==> src/inc/tpc_defines.vh <==
// register map, field positions and constants of the timer/pwm block
`ifndef TPC_DEFINES_VH
`define TPC_DEFINES_VH

`define TPC_ADDR_W     5
`define TPC_A_SC       5'h00
`define TPC_A_CNTH     5'h01
`define TPC_A_CNTL     5'h02
`define TPC_A_MODH     5'h03
`define TPC_A_MODL     5'h04
`define TPC_CH_BASE    5'h05
`define TPC_CH_STRIDE  5'h03
`define TPC_CH_SC      5'h00
`define TPC_CH_VH      5'h01
`define TPC_CH_VL      5'h02

`define TPC_SC_OVF     7
`define TPC_SC_OVFIE   6
`define TPC_SC_CENTER  5

`define TPC_CH_FLAG    7
`define TPC_CH_IE      6
`define TPC_CH_MSB     5
`define TPC_CH_MSA     4
`define TPC_CH_ELSB    3
`define TPC_CH_ELSA    2

`define TPC_CNT_ZERO   16'h0000
`define TPC_CNT_ONE    16'h0001
`define TPC_CNT_MAX    16'hffff
`define TPC_BYTE_ZERO  8'h00

`endif

==> src/logic/tpc_timer.v <==
// 16-bit timer with capture, compare and pwm channels behind a byte register port
`timescale 1ns/1ps
`default_nettype none
`include "tpc_defines.vh"

module tpc_timer #(
  parameter NCH = 2
) (
  input  wire                      clk,      // timer clock
  input  wire                      resetn,   // async reset, active low
  input  wire [`TPC_ADDR_W-1:0]    addr,     // register byte address
  input  wire [7:0]                wrData,   // write data
  input  wire                      wrEn,     // write strobe
  input  wire                      rdEn,     // read strobe
  output reg  [7:0]                rdData,   // read data, cycle after rdEn
  input  wire [NCH-1:0]            chIn,     // channel input pins
  output reg  [NCH-1:0]            chOut,    // channel output pins
  output reg                       irq       // level interrupt request
);

  ////////////////////////////////////////////////////////////////////////////
  // reset release

  reg rstMeta_q;
  reg rstSync_q;

  always @(posedge clk or negedge resetn)
  begin
    if (!resetn)
    begin
      rstMeta_q <= 1'b0;
      rstSync_q <= 1'b0;
    end
    else
    begin
      rstMeta_q <= 1'b1;
      rstSync_q <= rstMeta_q;
    end
  end

  wire rstn = rstSync_q;

  ////////////////////////////////////////////////////////////////////////////
  // main counter and overflow

  reg  [15:0] cnt_q;
  reg         down_q;
  reg  [15:0] mod_q;
  reg  [7:0]  modHi_q;
  reg         ovf_q;
  reg         ovfIe_q;
  reg         center_q;
  reg  [15:0] cntBuf_q;
  reg         cntLat_q;
  reg         cntRdH_q;
  reg         cntRdL_q;

  wire        wrSc   = wrEn && (addr == `TPC_A_SC);
  wire        wrCnt  = wrEn && ((addr == `TPC_A_CNTH) || (addr == `TPC_A_CNTL));
  wire        rdCntH = rdEn && (addr == `TPC_A_CNTH);
  wire        rdCntL = rdEn && (addr == `TPC_A_CNTL);
  wire [15:0] term   = (mod_q == `TPC_CNT_ZERO) ? `TPC_CNT_MAX : mod_q;
  wire        atTerm = (cnt_q == term);
  wire        ovfEvt = atTerm && !(center_q && down_q);
  wire        cntZero = (cnt_q == `TPC_CNT_ZERO);

  always @(posedge clk or negedge rstn)
  begin
    if (!rstn)
    begin
      cnt_q  <= `TPC_CNT_ZERO;
      down_q <= 1'b0;
    end
    else if (wrCnt)
    begin
      cnt_q  <= `TPC_CNT_ZERO;
      down_q <= 1'b0;
    end
    else if (center_q)
    begin
      if (!down_q && atTerm)
      begin
        cnt_q  <= cnt_q - `TPC_CNT_ONE;
        down_q <= 1'b1;
      end
      else if (down_q && cntZero)
      begin
        cnt_q  <= cnt_q + `TPC_CNT_ONE;
        down_q <= 1'b0;
      end
      else if (down_q)
        cnt_q <= cnt_q - `TPC_CNT_ONE;
      else
        cnt_q <= cnt_q + `TPC_CNT_ONE;
    end
    else
    begin
      down_q <= 1'b0;
      if (atTerm)
        cnt_q <= `TPC_CNT_ZERO;
      else
        cnt_q <= cnt_q + `TPC_CNT_ONE;
    end
  end

  // status/control and modulus; a set of the flag wins over a clear
  always @(posedge clk or negedge rstn)
  begin
    if (!rstn)
    begin
      ovf_q    <= 1'b0;
      ovfIe_q  <= 1'b0;
      center_q <= 1'b0;
      mod_q    <= `TPC_CNT_ZERO;
      modHi_q  <= `TPC_BYTE_ZERO;
    end
    else
    begin
      if (ovfEvt && !wrCnt)
        ovf_q <= 1'b1;
      else if (wrSc && !wrData[`TPC_SC_OVF])
        ovf_q <= 1'b0;
      if (wrSc)
      begin
        ovfIe_q  <= wrData[`TPC_SC_OVFIE];
        center_q <= wrData[`TPC_SC_CENTER];
      end
      if (wrEn && (addr == `TPC_A_MODH))
        modHi_q <= wrData;
      if (wrEn && (addr == `TPC_A_MODL))
        mod_q <= {modHi_q, wrData};
    end
  end

  // counter read coherency
  always @(posedge clk or negedge rstn)
  begin
    if (!rstn)
    begin
      cntBuf_q <= `TPC_CNT_ZERO;
      cntLat_q <= 1'b0;
      cntRdH_q <= 1'b0;
      cntRdL_q <= 1'b0;
    end
    else if (wrCnt)
    begin
      cntLat_q <= 1'b0;
      cntRdH_q <= 1'b0;
      cntRdL_q <= 1'b0;
    end
    else if (rdCntH || rdCntL)
    begin
      if (!cntLat_q)
        cntBuf_q <= cnt_q;
      if ((cntRdH_q || rdCntH) && (cntRdL_q || rdCntL))
      begin
        cntLat_q <= 1'b0;
        cntRdH_q <= 1'b0;
        cntRdL_q <= 1'b0;
      end
      else
      begin
        cntLat_q <= 1'b1;
        cntRdH_q <= cntRdH_q || rdCntH;
        cntRdL_q <= cntRdL_q || rdCntL;
      end
    end
  end

  wire [15:0] cntView = cntLat_q ? cntBuf_q : cnt_q;

  ////////////////////////////////////////////////////////////////////////////
  // channels

  wire [8*NCH-1:0] chRd;
  wire [NCH-1:0]   chHit;
  wire [NCH-1:0]   chIrq;
  wire [NCH-1:0]   chOutD;

  genvar n;
  generate
    for (n = 0; n < NCH; n = n + 1)
    begin : gCh
      localparam integer ABASEW = `TPC_CH_BASE + n * `TPC_CH_STRIDE;
      localparam [`TPC_ADDR_W-1:0] ABASE = ABASEW[`TPC_ADDR_W-1:0];
      reg         flag_q;
      reg         ie_q;
      reg         msb_q;
      reg         msa_q;
      reg         elsb_q;
      reg         elsa_q;
      reg  [15:0] val_q;
      reg  [7:0]  bufH_q;
      reg  [7:0]  bufL_q;
      reg         wrH_q;
      reg         wrL_q;
      reg  [15:0] rdBuf_q;
      reg         rdLat_q;
      reg         rdH_q;
      reg         rdL_q;
      reg         inPrev_q;
      reg         out_q;

      wire wrCs  = wrEn && (addr == ABASE + `TPC_CH_SC);
      wire wrVh  = wrEn && (addr == ABASE + `TPC_CH_VH);
      wire wrVl  = wrEn && (addr == ABASE + `TPC_CH_VL);
      wire rdVh  = rdEn && (addr == ABASE + `TPC_CH_VH);
      wire rdVl  = rdEn && (addr == ABASE + `TPC_CH_VL);
      wire isCap = !center_q && !msb_q && !msa_q;
      wire isCmp = !center_q && !msb_q && msa_q;
      wire isPwm = center_q || msb_q;
      wire match = (cnt_q == val_q);
      wire edgeHit = (elsa_q && chIn[n] && !inPrev_q)
                   || (elsb_q && !chIn[n] && inPrev_q);
      wire capEvt  = isCap && edgeHit;
      wire cmpEvt  = isCmp && match && !wrCnt;
      wire pwmEvt  = isPwm && match && !wrCnt;
      wire pairOk  = wrH_q && wrL_q && (!isPwm || cntZero);

      always @(posedge clk or negedge rstn)
      begin
        if (!rstn)
        begin
          flag_q   <= 1'b0;
          ie_q     <= 1'b0;
          msb_q    <= 1'b0;
          msa_q    <= 1'b0;
          elsb_q   <= 1'b0;
          elsa_q   <= 1'b0;
          val_q    <= `TPC_CNT_ZERO;
          bufH_q   <= `TPC_BYTE_ZERO;
          bufL_q   <= `TPC_BYTE_ZERO;
          wrH_q    <= 1'b0;
          wrL_q    <= 1'b0;
          rdBuf_q  <= `TPC_CNT_ZERO;
          rdLat_q  <= 1'b0;
          rdH_q    <= 1'b0;
          rdL_q    <= 1'b0;
          inPrev_q <= 1'b0;
          out_q    <= 1'b0;
        end
        else
        begin
          inPrev_q <= chIn[n];
          if (capEvt || cmpEvt || pwmEvt)
            flag_q <= 1'b1;
          else if (wrCs && !wrData[`TPC_CH_FLAG])
            flag_q <= 1'b0;
          if (wrCs)
          begin
            ie_q   <= wrData[`TPC_CH_IE];
            msb_q  <= wrData[`TPC_CH_MSB];
            msa_q  <= wrData[`TPC_CH_MSA];
            elsb_q <= wrData[`TPC_CH_ELSB];
            elsa_q <= wrData[`TPC_CH_ELSA];
          end
          // value byte buffers and write pairing
          if (wrCs)
          begin
            wrH_q <= 1'b0;
            wrL_q <= 1'b0;
          end
          else if (pairOk && !(wrVh || wrVl))
          begin
            wrH_q <= 1'b0;
            wrL_q <= 1'b0;
          end
          else
          begin
            if (wrVh)
            begin
              bufH_q <= wrData;
              wrH_q  <= 1'b1;
            end
            if (wrVl)
            begin
              bufL_q <= wrData;
              wrL_q  <= 1'b1;
            end
          end
          if (capEvt)
            val_q <= cnt_q;
          else if (pairOk && !(wrVh || wrVl) && !wrCs)
            val_q <= {bufH_q, bufL_q};
          // read coherency of the value
          if (wrCs)
          begin
            rdLat_q <= 1'b0;
            rdH_q   <= 1'b0;
            rdL_q   <= 1'b0;
          end
          else if (rdVh || rdVl)
          begin
            if (!rdLat_q)
              rdBuf_q <= val_q;
            if ((rdH_q || rdVh) && (rdL_q || rdVl))
            begin
              rdLat_q <= 1'b0;
              rdH_q   <= 1'b0;
              rdL_q   <= 1'b0;
            end
            else
            begin
              rdLat_q <= 1'b1;
              rdH_q   <= rdH_q || rdVh;
              rdL_q   <= rdL_q || rdVl;
            end
          end
          // pin drive
          if (cmpEvt)
          begin
            case ({elsb_q, elsa_q})
              2'b01:   out_q <= !out_q;
              2'b10:   out_q <= 1'b0;
              2'b11:   out_q <= 1'b1;
              default: out_q <= out_q;
            endcase
          end
          else if (isPwm)
            out_q <= (cnt_q < val_q) ^ elsa_q;
        end
      end

      wire [15:0] valView = rdLat_q ? rdBuf_q : val_q;

      assign chHit[n]  = (addr == ABASE + `TPC_CH_SC) || (addr == ABASE + `TPC_CH_VH)
                       || (addr == ABASE + `TPC_CH_VL);
      assign chRd[8*n +: 8] =
          (addr == ABASE + `TPC_CH_SC) ? {flag_q, ie_q, msb_q, msa_q, elsb_q, elsa_q, 2'b00} :
          (addr == ABASE + `TPC_CH_VH) ? valView[15:8] :
          (addr == ABASE + `TPC_CH_VL) ? valView[7:0] : `TPC_BYTE_ZERO;
      assign chIrq[n]  = flag_q && ie_q;
      assign chOutD[n] = out_q;
    end
  endgenerate

  ////////////////////////////////////////////////////////////////////////////
  // read mux and outputs

  reg [7:0] rdMux;
  integer   k;

  always @*
  begin
    rdMux = `TPC_BYTE_ZERO;
    case (addr)
      `TPC_A_SC:   rdMux = {ovf_q, ovfIe_q, center_q, 5'b00000};
      `TPC_A_CNTH: rdMux = cntView[15:8];
      `TPC_A_CNTL: rdMux = cntView[7:0];
      `TPC_A_MODH: rdMux = mod_q[15:8];
      `TPC_A_MODL: rdMux = mod_q[7:0];
      default:
      begin
        for (k = 0; k < NCH; k = k + 1)
          if (chHit[k])
            rdMux = chRd[8*k +: 8];
      end
    endcase
  end

  always @(posedge clk or negedge rstn)
  begin
    if (!rstn)
    begin
      rdData <= `TPC_BYTE_ZERO;
      chOut  <= {NCH{1'b0}};
      irq    <= 1'b0;
    end
    else
    begin
      rdData <= rdEn ? rdMux : `TPC_BYTE_ZERO;
      chOut  <= chOutD;
      irq    <= (ovf_q && ovfIe_q) || (|chIrq);
    end
  end

endmodule // tpc_timer

`default_nettype wire

==> config.mk <==
export PLATFORM = sky130hd
export DESIGN_NAME = tpc_timer
export DESIGN_NICKNAME = d
export VERILOG_FILES = /design/src/logic/tpc_timer.v
export VERILOG_INCLUDE_DIRS = /design/src /design/src/inc
export SDC_FILE = /design/constraint.sdc
export NUM_CORES = 1
export LEC_CHECK = 0
export BUFFER_PORTS_ARGS = -buffer_cell sky130_fd_sc_hd__buf_2
export CAP_MARGIN = 10
export CORE_MARGIN = 1
export CORE_UTILIZATION = 55
export CTS_CLUSTER_SIZE = 28
export DETAILED_ROUTE_END_ITERATION = 12
export GPL_ROUTABILITY_DRIVEN = 0
export PLACE_DENSITY = 0.82
export SLEW_MARGIN = 25
export SYNTH_ARGS = -nofsm -noshare
export SYNTH_HDL_FRONTEND = slang
export SYNTH_SLANG_ARGS = --single-unit
==> constraint.sdc <==
create_clock -name clk -period 7.32 [get_ports clk]
set_input_delay 1.83 -clock clk [delete_from_list [all_inputs] [get_ports clk]]
set_output_delay 1.83 -clock clk [all_outputs]
set_load 0.01 [all_outputs]
# After elaboration in Yosys (flattened, before gate mapping)
# Cells that the tools add are included.
# word_totals
ff_bits	198
latch_bits	0
ramBits	0
romBits	0
inputBits	19
out_inout_bits	11
elab_cells	299
mem_count	0
# classes
add_sub_neg	2
n_mul	0
div	0
order_cmp	2
n_eq_ne	22
n_shift	0
mux	79
bitwise	7
reduce_logical	137
# op_table
op	count
$mux 16	14
$mux 8	9
$logic_and 1x1->1	62
$mux 1	53
$eq 16x16->1	3
$pmux 8 s5	1
$logic_not 16->1	2
$lt 16x16->1	2
$logic_or 1x1->1	27
$logic_not 1->1	21
$eq 5x3->1 const B	4
$reduce_bool 2->1	10
$add 16x1->16 const B	1
$sub 16x1->16 const B	1
$eq 5x4->1 const B	3
$ne 4x1->1 const B	3
$reduce_and 3->1	4
$reduce_bool 3->1	4
$eq 5x2->1 const B	2
$reduce_and 2->1	5
$eq 2x2->1 const B	4
$pmux 1 s3	2
$eq 5x1->1 const B	1
$logic_not 5->1	1
4 further kinds	10

# Depth between registers and ports, before layout
# Gate-level depths: netlist of the first run.
# depth
depth_word	8
ltp_mapped	11
mapped_depth_nobuf	10

# Worst setup path before layout of the first run
# Ideal clock, no wire load.
# synth_timing
path_kind	input-to-reg
start	input port addr[0]
end	register gCh[1].out_q
setup_time_ns	0.120
t_arrival_ns	3.749
required_ns	7.200
slack_ns	3.452
stages	9
n_path_buf	1
path_cell_list	buf_2 -> nor2b_1 -> o21ai_2 -> nor2_2 -> or4b_1 -> nor2_2 -> nand3_1 -> a311o_1 -> and3_1
# synth_via
elab_chain_len	7
elab_cells_between_ends	10
classes_between	3 x eq/ne; 1 x mux; 6 x reduce/logical
# synth_lines
item	line	source
start: declaration	tpc_timer.v:11	input wire [`TPC_ADDR_W-1:0] addr,
$eq 5x1->1 or $eq 5x2->1 (tied branches)	n/a	
$logic_or 1x1->1 *	tpc_timer.v:59	wire wrCnt = wrEn && ((addr == `TPC_A_CNTH) || (addr == `TPC_A_CNTL));
$logic_and 1x1->1 *	tpc_timer.v:59	
$logic_not 1->1 *	tpc_timer.v:216	wire cmpEvt = isCmp && match && !wrCnt;
$logic_and 1x1->1 *	tpc_timer.v:216	
$ne 4x1->1 (no source line) or $reduce_bool 2->1 (tied branches)	n/a	
$reduce_and 2->1 (no source line)	n/a	
end signal: assignment	tpc_timer.v:313	2'b01: out_q <= !out_q;
end signal: assignment	tpc_timer.v:316	default: out_q <= out_q;
end signal: assignment	tpc_timer.v:320	out_q <= (cnt_q < val_q) ^ elsa_q;
end: declaration	tpc_timer.v:202	reg out_q;
# Every way passes the cells marked *; elsewhere a longest branch is shown, timed or not.
# A chain may end at the register's enable or synchronous reset.

# Final worst setup path of the first run
# layout_timing
start	input port addr[0]
end	register gCh[1].val_q[0]
# layout_via
elab_chain_len	7
elab_cells_between_ends	12
classes_between	3 x eq/ne; 9 x reduce/logical
# layout_lines
item	line	source
$eq 5x4->1 (no source line)	n/a	
$logic_and 1x1->1, on equally long branches	tpc_timer.v:205, tpc_timer.v:206	
$logic_or 1x1->1	tpc_timer.v:283	else if (pairOk && !(wrVh || wrVl) && !wrCs)
$logic_not 1->1	tpc_timer.v:283	
$logic_and 1x1->1	tpc_timer.v:283	
$logic_and 1x1->1 *	tpc_timer.v:283	
$reduce_bool 2->1 (no source line) *	n/a	
end signal: assignment	tpc_timer.v:230	val_q <= `TPC_CNT_ZERO;
end signal: assignment	tpc_timer.v:282	val_q <= cnt_q;
end signal: assignment	tpc_timer.v:284	val_q <= {bufH_q, bufL_q};
end: declaration	tpc_timer.v:192	reg [15:0] val_q;
# Marks and branches as above.

==> results of run 1 <==
worst paths after layout:
kind,cells past startpoint,start,endpoint,slack (ns)
worst max-delay path,9,addr[0],gCh[1].val_q[0]$_DFFE_PN0P_,2.96
worst min-delay path,0,rstSync_q$_DFF_PN0_,cnt_q[4]$_DFF_PN0_,0.30
worst max register to register,8,cnt_q[7]$_DFF_PN0_,cnt_q[7]$_DFF_PN0_,3.68
worst min register to register,0,rstSync_q$_DFF_PN0_,cnt_q[4]$_DFF_PN0_,0.30
max in group asynchronous,1,rstSync_q$_DFF_PN0_,gCh[1].rdL_q$_DFFE_PN0P_,5.98
min in group clk,0,rstMeta_q$_DFF_PN0_,rstSync_q$_DFF_PN0_,0.35
worst reg2reg max path, stage by stage, from the launching register on:
cell and delay, ns:
dfrtp_1 0.86, nand3_1 0.27, nor4_4 0.44, a41oi_2 0.22, a211oi_2 0.33, a31oi_1 0.40
or4_1 0.65, a21oi_1 0.24, nor3b_2 0.08
cells in the mapped netlist (6+ instances only):
cell type	n	area share
nand3_1	21	0.0097
ha_1	37	0.043
buf_2	13	0.0060
dfrtp_1	198	0.46
a21oi_1	45	0.021
nand4_1	14	0.0081
or4_1	8	0.0056
and3_1	6	0.0035
mux2i_1	64	0.059
o21ai_0	73	0.034
nand2_1	112	0.039
clkbuf_1	36	0.013
nor3_1	22	0.010
o21a_1	11	0.0077
o22ai_1	17	0.0099
inv_1	42	0.015
xor2_1	14	0.011
nor2b_1	10	0.0058
o21ai_1	14	0.0065
a31oi_1	7	0.0041
mux4_2	6	0.013
a21o_1	13	0.0090
a221oi_1	7	0.0057
or3_1	6	0.0035
mux2_2	80	0.084
nor4_1	8	0.0046
nor2_1	55	0.019
power groups by stage:
stage          registers, mW  logic [mW]  clock network [mW]
5_1_grt                 1.81        1.39                1.04
4_1_cts                 1.77        1.23               0.992
3_5_place_dp            1.79        1.20                   0
3_3_place_gp            1.77        1.14                   0
6_report                1.78        1.25               0.989
2_1_floorplan           1.60       0.978                   0
stage by stage:
stage	util	hold WS [ns]	setup slack, ns	area, sq um
global placement	0.584	0.335	2.68	11100
global route	0.618	0.353	2.70	11700
finish	0.618	0.305	2.96	11700
floorplan	-	0.331	1.39	10800
detailed placement	0.584	0.340	2.60	11100
CTS	0.617	0.358	3.03	11700
registers in the layout, summed over array words and instances, names as in the netlist, 8 cells and up:
register and flops:
gCh.bufL_q 16, rdData 8, gCh.rdBuf_q 32, gCh.bufH_q 16, mod_q 16, modHi_q 8, cntBuf_q 16, gCh.val_q 32
cnt_q 16
layout by cell type, fill, tap and decap left out, types with 29 or more instances in the layout:
cell type  instances
dfrtp_1          197
nand2_1          112
mux2_2            80
o21ai_0           73
mux2i_1           64
nor2_1            54
a21oi_1           44
inv_1             42
ha_1              37
buf_2             29
cell type report:
| class | count | area [sq um] |
|---|---|---|
| Clock inverter | 15 | 190 |
| Multi-Input combinational cell | 748 | 5420 |
| Inverter | 42 | 158 |
| Sequential cell | 198 | 4960 |
| Tap cell | 260 | 325 |
| Antenna cell | 1 | 2.50 |
| Fill cell | 1470 | 7240 |
| Clock buffer | 17 | 425 |
| Timing Repair Buffer | 38 | 238 |
layer usage:
layer  up-vias  part of all wire  GRT usage
met2       463              0.45      0.472
met4         2             0.052      0.169
li1       3789                 -          -
met3       121             0.093     0.0673
met1      4195              0.41      0.407
met5         -           0.00047          0
kinds of logic (layout without fill, tap and decap cells):
logic type / count (synthesis) / after routing / share of synthesized area
fa+ha+maj: 37 / 37 / 0.0429
mux: 150 / 150 / 0.155
flops: 198 / 198 / 0.459
xor+xnor: 15 / 15 / 0.0122
other cells: 1 / 2 / 0.000348
compound gates: 241 / 241 / 0.144
simple gates: 304 / 304 / 0.146
buf+inv: 103 / 112 / 0.0402
==> impl_metrics.yaml, run 1 <==
synthesis:
  synth_ff_type: "dfrtp_1"
  ys_warn_count: 0
  seq_area_frac_synth: 0.459
  syn_avg_cell_area_sq_um: 10.3
  yosys.cell_types.count: 82
  syn_nets: 1105
  syn_inst: 1049
  syn_area_sq_um: 10800
  synth-seq-cells: 198
  synthArstFlopShare: 1.00
  synth-edff-count: 0
floorplan:
  die-height_microns: 142
  fp.dieArea_sq_um: 20200
  die_w_microns: 142
  initial_core_util: 0.569
  core_sq_um: 19000
  rows: 50
  io_pins: 30
power:
  power_frac_comb: 0.311
  pwr-share-clk: 0.246
  p_int_mw: 2.49
  leakage_nw: 5.15
  ir_drop_mv: 0.168
  power_switching_share: 0.381
  powerDensity_nw_per_um2: 343
  p_sw_mw: 1.53
  power_mw: 4.02
  p_seq_frac: 0.443
layout:
  area_growth_pct: 8.61
  layout.cells.non_filler: 1319
  drive_gt1_frac: 0.181
  final_nets: 1101
critical_path:
  worst_path_largest_cell_delay_ns: 0.67
  crit_family: "simple AND/OR/NAND/NOR gates"
  path_cells: "buf_2 -> nor2b_1 -> and2_1 -> nand2_1 -> nand4_1 -> a21oi_1 -> a21o_1 -> nor2_1 -> a21oi_1"
  cp_max_fo: 32
  cp_slowest_cell: "nor2b_1"
  crit_path_end_kind: "flip-flop"
  path_class: "input port to flip-flop"
  cpMostUsedCell: "a21oi_1"
  crit_arrival_ns: 4.63
  start_kind: "input port"
  cp_num_buf_inv: 1
  crit_required_ns: 7.60
sta:
  rsz0062_at_grt: "no"
  period_minus_slack_ns: 4.36
  hold_viol: 0
  max_freq_mhz: 229
  fin_crit_sh: 0.595
  skew_ns: 0.0111
  tightestPinTransition_ns: 1.05
  setup_violations: 0
  drv_slew: 0
  setup_tns_ns: 0
  relSlewSlack: 0.296
route:
  vias_per_cell: 6.50
  dr_total_vias: 8570
  detail_route.wl_per_cell_microns: 22.4
  drt-initial-drc-count: 1097
  drcViolationCount: 0
  drtAntennaViolNets: 0
  firstDrtPassIters: 5
  totalWireLength_mm: 29.5
placed_design:
  dp_hpwl_mm: 19.9
  post-place-cells: 1285
  place.port_buffers: 29
clock_network:
  clock_latency_ns: 0.44
  clkTransAtPathRegs_ns: 0.08
  cts_buffers: 17
  post_cts_resized: 0
  cts_root_buf: "clkbuf_16"
  cts.path.max_buffers: 2
  hold_buffers: 0
  clkSinkCount: 198
  cts_setup_buffers: 0
  cts_tree: "yes"
  htreeDepth: 4
global_route:
  grt_pass1_vias: 8360
  grtUsageTotal: 0.308
  grt_antenna_before_repair: 2
  overflow: 0
  grt_pass1_wl_mm: 46.4
  grt_max_degree: 120
worst_hold_path:
  hp-class: "flip-flop to async pin"
run_status:
  run_status: "finished, final reports clean"
run:
  maxCapViolations: 0
No activity file was read; power rests on OpenSTA's default activity.
==> run 2, diff against run 1 <==
Clock period 7.32 ns to 4.5 ns, I/O delays scaled along.
==> run 2 against run 1 <==
Utilization down 0.066 points. Cell area decreased by 0.11%. Setup slack got worse by 2.0 ns. Sequential share of layout area about the same. First-iteration DRC count shrank 17%. Worst hold slack better by 0.011 ns. Wire length is 0.34% lower. Via count rose by 0.85%. Total power grew 59%. Combinational power up 74%. Flip-flop and latch count did not move. Die area unchanged.
==> impl_metrics.yaml, run 2 (synthesis results as in run 1) <==
run_status:
  run_status: "finished, final reports clean"
sta:
  setup_violations: 0
  skew_ns: 0.00634
  drv_slew: 0
  max_freq_mhz: 286
  fin_crit_sh: 0.777
  rsz0062_at_grt: "no"
  relSlewSlack: 0.316
  tightestPinTransition_ns: 1.03
  setup_tns_ns: 0
  period_minus_slack_ns: 3.50
  hold_viol: 0
floorplan:
  initial_core_util: 0.569
  rows: 50
  die_w_microns: 142
  io_pins: 30
  die-height_microns: 142
  core_sq_um: 19000
  fp.dieArea_sq_um: 20200
clock_network:
  cts_tree: "yes"
  cts_buffers: 17
  cts_root_buf: "clkbuf_16"
  cts_setup_buffers: 0
  clkSinkCount: 198
  clkTransAtPathRegs_ns: 0.07
  cts.path.max_buffers: 2
  hold_buffers: 0
  post_cts_resized: 0
  clock_latency_ns: 0.44
  htreeDepth: 4
global_route:
  grt_antenna_before_repair: 1
  grt_max_degree: 114
  grt_pass1_vias: 8414
  grt_pass1_wl_mm: 46.7
  overflow: 0
  grtUsageTotal: 0.310
worst_hold_path:
  hp-class: "flip-flop to async pin"
route:
  dr_total_vias: 8643
  vias_per_cell: 6.50
  drtAntennaViolNets: 0
  drt-initial-drc-count: 908
  drcViolationCount: 0
  detail_route.wl_per_cell_microns: 22.1
  firstDrtPassIters: 6
  totalWireLength_mm: 29.4
layout:
  layout.cells.non_filler: 1330
  final_common_cell: "dfrtp_1"
  final_nets: 1112
  post-route-cell-area_sq_um: 11700
  drive_gt1_frac: 0.188
  area_growth_pct: 8.49
  reg_top3: "gCh.rdBuf_q x32, gCh.val_q x32"
  final_cell_mix: "dfrtp_1, nand2_1, mux2_2, o21ai_0, mux2i_1"
power:
  leakage_nw: 5.17
  pwr-share-clk: 0.226
  power_frac_comb: 0.340
  p_sw_mw: 2.48
  power_switching_share: 0.387
  power_mw: 6.41
  ir_drop_mv: 0.299
  p_int_mw: 3.92
  p_seq_frac: 0.435
  powerDensity_nw_per_um2: 548
critical_path:
  cp_max_fo: 14
  crit_path_end_kind: "flip-flop"
  reg2reg_to: "cnt_q[5]$_DFF_PN0_"
  start_kind: "flip-flop"
  crit_required_ns: 4.78
  r2r-start: "cnt_q[5]$_DFF_PN0_"
  critPathCapture: "cnt_q[5]$_DFF_PN0_"
  r2r_slack_ns: 1.00
  crit_arrival_ns: 3.78
  path_class: "flip-flop to flip-flop"
  startpoint: "cnt_q[5]$_DFF_PN0_"
  r2r_cells: 7
placed_design:
  dpl_cell_area_sq_um: 11200
  dp_hpwl_mm: 20.5
  post-place-cells: 1297
  place.port_buffers: 29
run:
  maxCapViolations: 0
-- run 2: cell type report --
cell class,instances,area [sq um]
Fill cell,1471,7250
Multi-Input combinational cell,748,5410
Sequential cell,198,4960
Clock buffer,20,447
Tap cell,260,325
Timing Repair Buffer,49,308
Inverter,42,158
Clock inverter,12,93.8
Antenna cell,1,2.50
-- run 2: per-stage QoR --
step / worst slack, ns / util / hold WS (ns)
6_report: 1.00 / 0.617 / 0.315
4_1_cts: 1.09 / 0.617 / 0.341
5_1_grt: 0.877 / 0.617 / 0.370
3_3_place_gp: 0.878 / 0.588 / 0.327
3_5_place_dp: 0.822 / 0.589 / 0.333
2_1_floorplan: 1.24 / - / 0.331
-- run 2: power by group through the flow --
stage	sequential (mW)	combinational, mW	clock (mW)
after CTS	2.76	2.14	1.46
after floorplan	2.60	1.59	0
final	2.78	2.18	1.45
after global routing	2.84	2.39	1.53
after detailed placement	2.79	2.12	0
after global placement	2.77	2.01	0
-- run 2: worst max-delay path: stages (launching register included) --
cell and delay, ns:
dfrtp_1 0.86, nand3_4 0.16, nor4_4 0.44, a41oi_2 0.21
a211o_4 0.40, nor4_2 0.39, or2_1 0.70, nor3_1 0.18
-- run 2: worst min-delay path by stage --
stage	slack [ns]	end	from	cells after the start
6_report	0.32	modHi_q[7]$_DFFE_PN0P_	rstSync_q$_DFF_PN0_	0
5_1_grt	0.37	modHi_q[0]$_DFFE_PN0P_	rstSync_q$_DFF_PN0_	0
4_1_cts	0.34	modHi_q[7]$_DFFE_PN0P_	rstSync_q$_DFF_PN0_	0
3_5_place_dp	0.33	modHi_q[7]$_DFFE_PN0P_	rstSync_q$_DFF_PN0_	0
3_3_place_gp	0.33	modHi_q[4]$_DFFE_PN0P_	rstSync_q$_DFF_PN0_	0
2_1_floorplan	0.33	rstSync_q$_DFF_PN0_	rstMeta_q$_DFF_PN0_	0
-- run 2: metal layers --
metal / up-vias / global-route usage / part of all wire
met5: - / 0 / 0
met4: 0 / 0.160 / 0.049
met3: 108 / 0.0737 / 0.092
met2: 433 / 0.460 / 0.44
met1: 4288 / 0.425 / 0.41
li1: 3814 / - / -
